==> src/common/emb_pkg.sv <==
`default_nettype none
package emb_pkg;
  // external fetch timing: one fetch slot is three system clocks, nine in fast mode
  localparam int unsigned SLOT_CLOCKS      = 3;
  localparam int unsigned FAST_STRETCH     = 3;    // fast mode: two waits per clock
  // address map boundaries
  localparam logic [15:0] CODE_INT_TOP     = 16'h1fff;
  localparam logic [15:0] SIG_MAKER_TOP    = 16'h007f;
  localparam logic [15:0] SIG_USER_BASE    = 16'h0100;
  localparam logic [15:0] SIG_USER_TOP     = 16'h01ff;
  localparam logic [15:0] FLASH_DATA_TOP   = 16'h00ff;
  localparam logic [7:0]  BITADDR_BASE     = 8'h20;
  localparam logic [7:0]  IO_SPACE_BASE    = 8'h80;
  // control bit positions
  localparam int unsigned STATUS_BANK_LO   = 3;
  localparam int unsigned STATUS_BANK_HI   = 4;
  localparam int unsigned AUX_FORCE_EXT    = 1;
  localparam int unsigned MEMCTL_FLASH_EN  = 3;
  localparam int unsigned MEMCTL_PROG_SEL  = 7;
  // reset values
  localparam logic [7:0]  PORT_RESET       = 8'hff;

  // access kinds requested by the core
  typedef enum logic [2:0] {
    EMB_ACC_FETCH  = 3'b000,
    EMB_ACC_CTAB   = 3'b001,
    EMB_ACC_XPTR   = 3'b010,
    EMB_ACC_XREG   = 3'b011,
    EMB_ACC_DIRECT = 3'b100,
    EMB_ACC_INDIR  = 3'b101,
    EMB_ACC_REG    = 3'b110,
    EMB_ACC_BIT    = 3'b111
  } emb_acc_t;

  // decoded destination
  typedef enum logic [2:0] {
    EMB_TGT_EXT    = 3'b000,
    EMB_TGT_CODE   = 3'b001,
    EMB_TGT_SIG    = 3'b010,
    EMB_TGT_RAM    = 3'b011,
    EMB_TGT_IO     = 3'b100,
    EMB_TGT_FLASH  = 3'b101,
    EMB_TGT_NONE   = 3'b110
  } emb_tgt_t;

  // external bus sequencer
  typedef enum logic [1:0] {
    EMB_ST_IDLE    = 2'b00,
    EMB_ST_ADDR    = 2'b01,
    EMB_ST_STROBE  = 2'b10,
    EMB_ST_DATA    = 2'b11
  } emb_state_t;
endpackage
`default_nettype wire

==> src/rtl/emb_space_decode.sv <==
`default_nettype none
module emb_space_decode (
  // request
  input  wire logic               [2:0]  acc_kind,
  input  wire logic               [15:0] acc_addr,
  input  wire logic               [7:0]  acc_reg_num,
  input  wire logic                      acc_write,
  // configuration
  input  wire logic                      signature_enable,
  input  wire logic                      in_app_prog_select,
  input  wire logic                      force_external_ram,
  input  wire logic                      flash_data_enable,
  input  wire logic                      security_active,
  input  wire logic                      programmer_access,
  input  wire logic                      bank_select_lo,
  input  wire logic                      bank_select_hi,
  // result
  output logic                    [2:0]  tgt,
  output logic                    [15:0] tgt_addr,
  output logic                           tgt_write_ok
);
  logic [7:0] bit_byte;

  // true for code addresses past the internal flash
  function automatic logic above_int_code(input logic [15:0] addr);
    return addr > emb_pkg::CODE_INT_TOP;
  endfunction

  // bit address to carrier byte, register to banked RAM, space choice
  always_comb begin
    tgt          = emb_pkg::EMB_TGT_NONE;
    tgt_addr     = acc_addr;
    tgt_write_ok = acc_write;
    bit_byte     = emb_pkg::BITADDR_BASE + {4'h0, acc_addr[6:3]};
    case (emb_pkg::emb_acc_t'(acc_kind))
      emb_pkg::EMB_ACC_FETCH: begin
        tgt = above_int_code(acc_addr) ? emb_pkg::EMB_TGT_EXT
                                       : emb_pkg::EMB_TGT_CODE;
      end
      emb_pkg::EMB_ACC_CTAB: begin
        if (signature_enable) begin
          // never reaches code memory or the external bus
          if (acc_addr <= emb_pkg::SIG_MAKER_TOP ||
              (acc_addr >= emb_pkg::SIG_USER_BASE && acc_addr <= emb_pkg::SIG_USER_TOP)) begin
            tgt = emb_pkg::EMB_TGT_SIG;
          end else begin
            tgt = emb_pkg::EMB_TGT_NONE;
          end
        end else begin
          tgt = above_int_code(acc_addr) ? emb_pkg::EMB_TGT_EXT
                                         : emb_pkg::EMB_TGT_CODE;
        end
      end
      emb_pkg::EMB_ACC_XPTR: begin
        if (force_external_ram) begin
          tgt = emb_pkg::EMB_TGT_EXT;
        end else if (in_app_prog_select && signature_enable) begin
          tgt          = emb_pkg::EMB_TGT_SIG;
          tgt_addr     = emb_pkg::SIG_USER_BASE | {8'h00, acc_addr[7:0]};
          tgt_write_ok = acc_write && (!security_active || programmer_access);
        end else if (!in_app_prog_select && flash_data_enable &&
                     acc_addr <= emb_pkg::FLASH_DATA_TOP) begin
          tgt = emb_pkg::EMB_TGT_FLASH;
        end else begin
          tgt = emb_pkg::EMB_TGT_EXT;
        end
      end
      emb_pkg::EMB_ACC_XREG: begin
        tgt      = emb_pkg::EMB_TGT_EXT;
        tgt_addr = {8'h00, acc_addr[7:0]};
      end
      emb_pkg::EMB_ACC_DIRECT: begin
        tgt      = (acc_addr[7:0] >= emb_pkg::IO_SPACE_BASE) ? emb_pkg::EMB_TGT_IO
                                                             : emb_pkg::EMB_TGT_RAM;
        tgt_addr = {8'h00, acc_addr[7:0]};
      end
      emb_pkg::EMB_ACC_INDIR: begin
        tgt      = emb_pkg::EMB_TGT_RAM;
        tgt_addr = {8'h00, acc_addr[7:0]};
      end
      emb_pkg::EMB_ACC_REG: begin
        tgt      = emb_pkg::EMB_TGT_RAM;
        tgt_addr = {11'h000, bank_select_hi, bank_select_lo, acc_reg_num[2:0]};
      end
      emb_pkg::EMB_ACC_BIT: begin
        if (acc_addr[7]) begin
          tgt      = emb_pkg::EMB_TGT_IO;
          tgt_addr = {8'h00, acc_addr[7:3], 3'b000};
        end else begin
          tgt      = emb_pkg::EMB_TGT_RAM;
          tgt_addr = {8'h00, bit_byte};
        end
      end
      default: begin
        tgt = emb_pkg::EMB_TGT_NONE;
      end
    endcase
  end
endmodule
`default_nettype wire

==> src/rtl/emb_ext_mem_bus.sv <==
`default_nettype none
module emb_ext_mem_bus #(
  parameter int unsigned ADDR_W = 16
) (
  // clock and reset
  input  wire logic               clk_sys,
  input  wire logic               reset,
  // mode and configuration
  input  wire logic               fast_mode,
  input  wire logic               latch_strobe_disable,
  input  wire logic [7:0]         program_status_word,
  input  wire logic [7:0]         aux_control_reg,
  input  wire logic [7:0]         memory_control_reg,
  input  wire logic               signature_enable,
  input  wire logic               security_active,
  input  wire logic               programmer_access,
  // core request
  input  wire logic               req_valid,
  input  wire logic [2:0]         req_kind,
  input  wire logic [ADDR_W-1:0]  req_addr,
  input  wire logic [7:0]         req_reg_num,
  input  wire logic               req_write,
  input  wire logic [7:0]         req_wdata,
  output logic                    req_ready,
  // core answer
  output logic                    rsp_valid,
  output logic [7:0]              rsp_rdata,
  output logic [2:0]              rsp_target,
  output logic [15:0]             rsp_addr,
  output logic                    rsp_write_ok,
  // external bus pins
  output logic [7:0]              upper_addr_port,
  output logic [7:0]              low_addr_data_port_o,
  output logic                    low_addr_data_port_oe,
  input  wire logic [7:0]         low_addr_data_port_i,
  output logic                    addr_latch_strobe,
  output logic                    prog_fetch_strobe_n,
  output logic                    ext_read_strobe_n,
  output logic                    ext_write_strobe_n
);
  typedef struct packed {
    emb_pkg::emb_state_t st;
    logic [1:0]          phase;     // cleared at slot start, never advanced
    logic [1:0]          wait_cnt;  // fast mode stretch
    logic                is_fetch;
    logic                is_write;
    logic [15:0]         addr;
    logic [7:0]          wdata;
    logic [7:0]          upper;
    logic [7:0]          low_o;
    logic                low_oe;
    logic                ale;
    logic                ftch_n;
    logic                rd_n;
    logic                wr_n;
    logic                rsp_v;
    logic [7:0]          rdata;
    logic [2:0]          tgt;
    logic [15:0]         taddr;
    logic                tok;
  } emb_bus_state_t;

  emb_bus_state_t s_reg;
  emb_bus_state_t s_next;
  logic [2:0]     dec_tgt;
  logic [15:0]    dec_addr;
  logic           dec_wok;
  logic           stretch_done;

  // address space decode
  emb_space_decode u_decode (
    .acc_kind           (req_kind),
    .acc_addr           (req_addr[15:0]),
    .acc_reg_num        (req_reg_num),
    .acc_write          (req_write),
    .signature_enable   (signature_enable),
    .in_app_prog_select (memory_control_reg[emb_pkg::MEMCTL_PROG_SEL]),
    .force_external_ram (aux_control_reg[emb_pkg::AUX_FORCE_EXT]),
    .flash_data_enable  (memory_control_reg[emb_pkg::MEMCTL_FLASH_EN]),
    .security_active    (security_active),
    .programmer_access  (programmer_access),
    .bank_select_lo     (program_status_word[emb_pkg::STATUS_BANK_LO]),
    .bank_select_hi     (program_status_word[emb_pkg::STATUS_BANK_HI]),
    .tgt                (dec_tgt),
    .tgt_addr           (dec_addr),
    .tgt_write_ok       (dec_wok)
  );

  // fast mode holds each bus clock for three system clocks
  assign stretch_done = !fast_mode ||
                        (s_reg.wait_cnt == 2'(emb_pkg::FAST_STRETCH - 1));

  // sequencer: one slot = addr (latch high), strobe, data clocks
  always_comb begin
    s_next       = s_reg;
    s_next.rsp_v = 1'b0;
    req_ready    = (s_reg.st == emb_pkg::EMB_ST_IDLE);
    if (s_reg.st != emb_pkg::EMB_ST_IDLE) begin
      s_next.wait_cnt = stretch_done ? 2'd0 : s_reg.wait_cnt + 2'd1;
    end
    case (s_reg.st)
      emb_pkg::EMB_ST_IDLE: begin
        s_next.ale    = 1'b0;
        s_next.ftch_n = 1'b1;
        s_next.rd_n   = 1'b1;
        s_next.wr_n   = 1'b1;
        s_next.low_oe = 1'b0;
        if (req_valid) begin
          s_next.tgt   = dec_tgt;
          s_next.taddr = dec_addr;
          s_next.tok   = dec_wok;
          if (dec_tgt == 3'(emb_pkg::EMB_TGT_EXT)) begin
            s_next.st       = emb_pkg::EMB_ST_ADDR;
            s_next.phase    = 2'd0;
            s_next.wait_cnt = 2'd0;
            s_next.is_fetch = (req_kind == 3'(emb_pkg::EMB_ACC_FETCH)) ||
                              (req_kind == 3'(emb_pkg::EMB_ACC_CTAB));
            s_next.is_write = req_write;
            s_next.addr     = dec_addr;
            s_next.wdata    = req_wdata;
            s_next.upper    = dec_addr[15:8];
            s_next.low_o    = dec_addr[7:0];
            s_next.low_oe   = 1'b1;
            s_next.ale      = !latch_strobe_disable;
          end else begin
            // internal target: answer at once, pins stay quiet
            s_next.rsp_v = 1'b1;
            s_next.rdata = 8'h00;
          end
        end
      end
      emb_pkg::EMB_ST_ADDR: begin
        if (stretch_done) begin
          // latch falls with address stable; strobe falls for fetch
          s_next.st  = emb_pkg::EMB_ST_STROBE;
          s_next.ale = 1'b0;
          if (s_reg.is_fetch) begin
            s_next.ftch_n = 1'b0;
            s_next.low_oe = 1'b0;
          end else if (s_reg.is_write) begin
            s_next.wr_n  = 1'b0;
            s_next.low_o = s_reg.wdata;
          end else begin
            s_next.rd_n   = 1'b0;
            s_next.low_oe = 1'b0;
          end
        end
      end
      emb_pkg::EMB_ST_STROBE: begin
        if (stretch_done) begin
          s_next.st = emb_pkg::EMB_ST_DATA;
        end
      end
      emb_pkg::EMB_ST_DATA: begin
        if (stretch_done) begin
          // sample in the last clock before the strobe rises
          s_next.st     = emb_pkg::EMB_ST_IDLE;
          s_next.rdata  = s_reg.is_write ? 8'h00 : low_addr_data_port_i;
          s_next.rsp_v  = 1'b1;
          s_next.ftch_n = 1'b1;
          s_next.rd_n   = 1'b1;
          s_next.wr_n   = 1'b1;
          s_next.low_oe = 1'b0;
        end
      end
      default: begin
        s_next.st = emb_pkg::EMB_ST_IDLE;
      end
    endcase
  end

  // state register
  always_ff @(posedge clk_sys) begin
    if (reset) begin
      s_reg        <= '0;
      s_reg.st     <= emb_pkg::EMB_ST_IDLE;
      s_reg.upper  <= emb_pkg::PORT_RESET;
      s_reg.low_o  <= emb_pkg::PORT_RESET;
      s_reg.ftch_n <= 1'b1;
      s_reg.rd_n   <= 1'b1;
      s_reg.wr_n   <= 1'b1;
    end else begin
      s_reg <= s_next;
    end
  end

  // outputs from flip-flops
  assign upper_addr_port       = s_reg.upper;
  assign low_addr_data_port_o  = s_reg.low_o;
  assign low_addr_data_port_oe = s_reg.low_oe;
  assign addr_latch_strobe     = s_reg.ale;
  assign prog_fetch_strobe_n   = s_reg.ftch_n;
  assign ext_read_strobe_n     = s_reg.rd_n;
  assign ext_write_strobe_n    = s_reg.wr_n;
  assign rsp_valid             = s_reg.rsp_v;
  assign rsp_rdata             = s_reg.rdata;
  assign rsp_target            = s_reg.tgt;
  assign rsp_addr              = s_reg.taddr;
  assign rsp_write_ok          = s_reg.tok;
endmodule
`default_nettype wire

==> config.mk <==
export PLATFORM = sky130hd
export DESIGN_NAME = emb_ext_mem_bus
export DESIGN_NICKNAME = d
export VERILOG_FILES = /design/src/common/emb_pkg.sv /design/src/rtl/emb_space_decode.sv /design/src/rtl/emb_ext_mem_bus.sv
export SDC_FILE = /design/constraint.sdc
export NUM_CORES = 1
export LEC_CHECK = 0
export BUFFER_PORTS_ARGS = -buffer_cell sky130_fd_sc_hd__buf_2
export CORE_MARGIN = 4
export CORE_UTILIZATION = 25
export DETAILED_ROUTE_END_ITERATION = 7
export HOLD_SLACK_MARGIN = 0.08
export PLACE_DENSITY = 0.46
export REMOVE_ABC_BUFFERS = 1
export SYNTH_ARGS = -nofsm -noshare
export SYNTH_HDL_FRONTEND = slang
export SYNTH_HIERARCHICAL = 1
export SYNTH_SLANG_ARGS = --single-unit
==> constraint.sdc <==
create_clock -name clk_sys -period 1.9 [get_ports clk_sys]
set_input_delay 0.095 -clock clk_sys [delete_from_list [all_inputs] [get_ports clk_sys]]
set_output_delay 0.095 -clock clk_sys [all_outputs]
set_load 0.01 [all_outputs]
==> flow_summary_export.csv <==
group,metric,value,unit
drt,via_per_inst,4.537,
setup_path,setup.worst_path.class,"input pin to flop",
yosys,avgSynthCellArea,8.149,µm²
yosys,syn-instance-count,413,
pwr,powerDensity,1193,nW/µm²
sta,hold_violations,0,
pwr,ir_drop,456.9,µV
drt,vias,3194,
cts,path_clk_slew,0.05,ns
setup_path,start_kind,"input pin",
cts,cts_made_buffers,9,
yosys,syn_area,3366,µm²
yosys,yosysSeqAreaShare,38.07,%
grt,grt_usage,13.73,%
yosys,yosys-top-cells-area,"dfxtp_1, buf_4, nand2_1, a21oi_1, nor3b_1",
setup_path,slowest_stage,"or4b_4",
drt,wl_per_cell,14.73,µm
yosys,synth-async-reset-ratio,0,%
cells_and_area,diodes,0,
run,maxCapViolations,0,
grt,grt_pass1_wl,16.33,mm
cells_and_area,final_cell_mix,"buf_2, nand2_1, dfxtp_1",
cells_and_area,syn2layout_area_growth,36.06,%
sta,setup_viol,0,
yosys,yosys_register_bits,64,
drt,first_iter_violations,162,
sta,finalCritPeriodShare,97.07,%
setup_path,worstSetupPathDepth,8,
outcome,status,"complete, no violations",
sta,tightest_slew,0.5168,ns
cts,cts_root_buf,"clkbuf_16",
cells_and_area,largest_reg_flops,16,
cts,cts_tree,"yes",
pwr,fin_total_pwr,5.463,mW
yosys,synth_edf_count,0,
setup_path,ff2ff_path_depth,8,
place,port_buffers,102,
setup_path,crit_chain,"buf_2, nor4_4, buf_4, o211a_1, o221ai_2, or4b_4, or4_4, a21oi_2",
cts,clock_sinks,64,
place,pre_cts_slack,-0.5794,ns
cts,clock_path_buffers,2,
setup_path,slowest_delay,0.61,ns
yosys,synth-main-ff-cell,"dfxtp_1",
drt,dr.pass1.iters,4,
sta,fin_ws,0.05559,ns
yosys,ys_warn_count,6,
grt,grt_max_degree,40,
cts,cts_max_level,3,
hold_path,hold_path.class,"input pin to flop",
sta,fmax,542.2,MHz
setup_path,path_buf_inv,2,
grt,antenna_found_initial,0,
sta,min_period,1.844,ns
setup_path,critPathMaxFanout,7,
yosys,yosysTopAreaCell,"dfxtp_1",
place,gp_congestion,0.8353,
die,core_area,13190,µm²
sta,maxSlewViolCount,0,
die,dieArea,15380,µm²
drt,top_layer,"met4",
cells_and_area,final_common_cell,"buf_2",
drt,routed_wirelength,10.37,mm
sta,skew,0.004022,ns
die,rows,42,
grt,grt-ovfl-total,0,
sta,rsz0062_at_grt,"true",
yosys,ys_types,55,
cells_and_area,drive_gt1_share,36.17,%
drt,wl_met1,4.856,mm
cts,insertion_delay,0.33,ns
yosys,netlist.area_leader.share,38.07,%
setup_path,crit_required,2.17,ns
die,die_y,124.0,µm
hold_path,hold_depth,4,
cells_and_area,nNetsFinal,605,
setup_path,crit_family,"simple AND/OR/NAND/NOR gates",
place,hpwl,7.811,mm
drt,wl_met2,4.765,mm
die,dieWidth,124.0,µm
setup_path,end_kind,"flop",
drt,drc,0,
sta,hold_slack,0.1196,ns
setup_path,worstPathArrival,2.11,ns
die,start_util,25.52,%
grt,grt_pass1_vias,3214,
drt,met3_length,582,µm
die,ios,127,
pwr,p_leak,2.020,nW
drt,ant_nets,0,
sta,max_slew_margin,65.29,%
-- final cells by class --
cell class	instances	area, µm²
Clock buffer	10	239.0
Inverter	11	41.29
Multi-Input combinational cell	271	1672
Tap cell	176	220.2
Sequential cell	64	1281
Fill cell	1429	8611
Timing Repair Buffer	166	1059
Clock inverter	6	67.56
-- metal layers --
metal | global-route usage (%) | vias up
met3 | 4.042 | 13
li1 | - | 1599
met2 | 21.53 | 81
met5 | 0 | -
met4 | 4.723 | 0
met1 | 17.99 | 1501
-- cell usage after synthesis, types with 3 or more instances --
| master | n |
|---|---|
| buf_4 | 44 |
| clkbuf_1 | 16 |
| a31o_2 | 8 |
| mux2i_1 | 9 |
| nand3b_1 | 10 |
| nand2_1 | 86 |
| and3_1 | 3 |
| nor2b_1 | 4 |
| inv_1 | 10 |
| nand2b_1 | 4 |
| a21oi_1 | 40 |
| nor2_1 | 20 |
| ha_1 | 6 |
| buf_2 | 4 |
| a31oi_1 | 3 |
| nor3_1 | 9 |
| a221oi_1 | 11 |
| nor3b_1 | 16 |
| o21ai_0 | 5 |
| dfxtp_1 | 64 |
-- logic make-up (layout without fill, tap and decap cells) --
group | after synthesis | count (layout) | share of synthesized area, %
AND/OR/NAND/NOR | 170 | 170 | 25.43
AO/OA/AOI/OAI | 86 | 86 | 17.40
buffers and inverters | 78 | 193 | 14.20
flip-flops | 64 | 64 | 38.07
multiplexers | 9 | 9 | 2.677
adder cells (fa/ha/maj) | 6 | 6 | 2.230
-- worst reg2reg max path: cells and delay by family, from the launching register on --
kind / cells / cell delay [ns]
AND/OR/NAND/NOR: 2 / 0.45
AO/OA/AOI/OAI: 2 / 0.39
flip-flops: 1 / 0.33
buffers and inverters: 3 / 0.33
adder cells (fa/ha/maj): 1 / 0.20
-- stage by stage --
stage               std cells  setup TNS [ns]  cell area (µm²)  utilization [%]
floorplan                 346          -1.532             2929                -
CTS                       704               0             4532            34.36
detailed placement        670          -10.58             4018            30.46
global placement          670          -10.28             4018            30.46
finish                    704               0             4579            34.72
global route              704        -0.02928             4579            34.72
-- final timing paths --
kind,endpoint,from,slack [ns]
worst min register to register,rsp_target[2]$_SDFFE_PP0P_,rsp_target[2]$_SDFFE_PP0P_,0.45
worst min-delay path,addr_latch_strobe$_SDFFE_PP0P_,latch_strobe_disable,0.12
worst max-delay path,low_addr_data_port_oe$_SDFFE_PP0P_,req_addr[12],0.06
worst max register to register,prog_fetch_strobe_n$_SDFFE_PP1P_,s_reg[76]$_SDFF_PP0_,0.09
-- report_power, final --
part           internal [mW]  switching, mW
clock                   1.05          0.629
combinational          0.967           1.14
sequential              1.55          0.116
total                   3.58           1.89
-- timing repair --
action                                  CTS  global route
hold buffers                             17             0
endpoints found under the setup margin   19            21
setup buffers                             1             0
hold endpoints to repair                 17             0
resized for setup                         3             9
pin swaps                                 1             2
(Power assumes the default switching activity.)
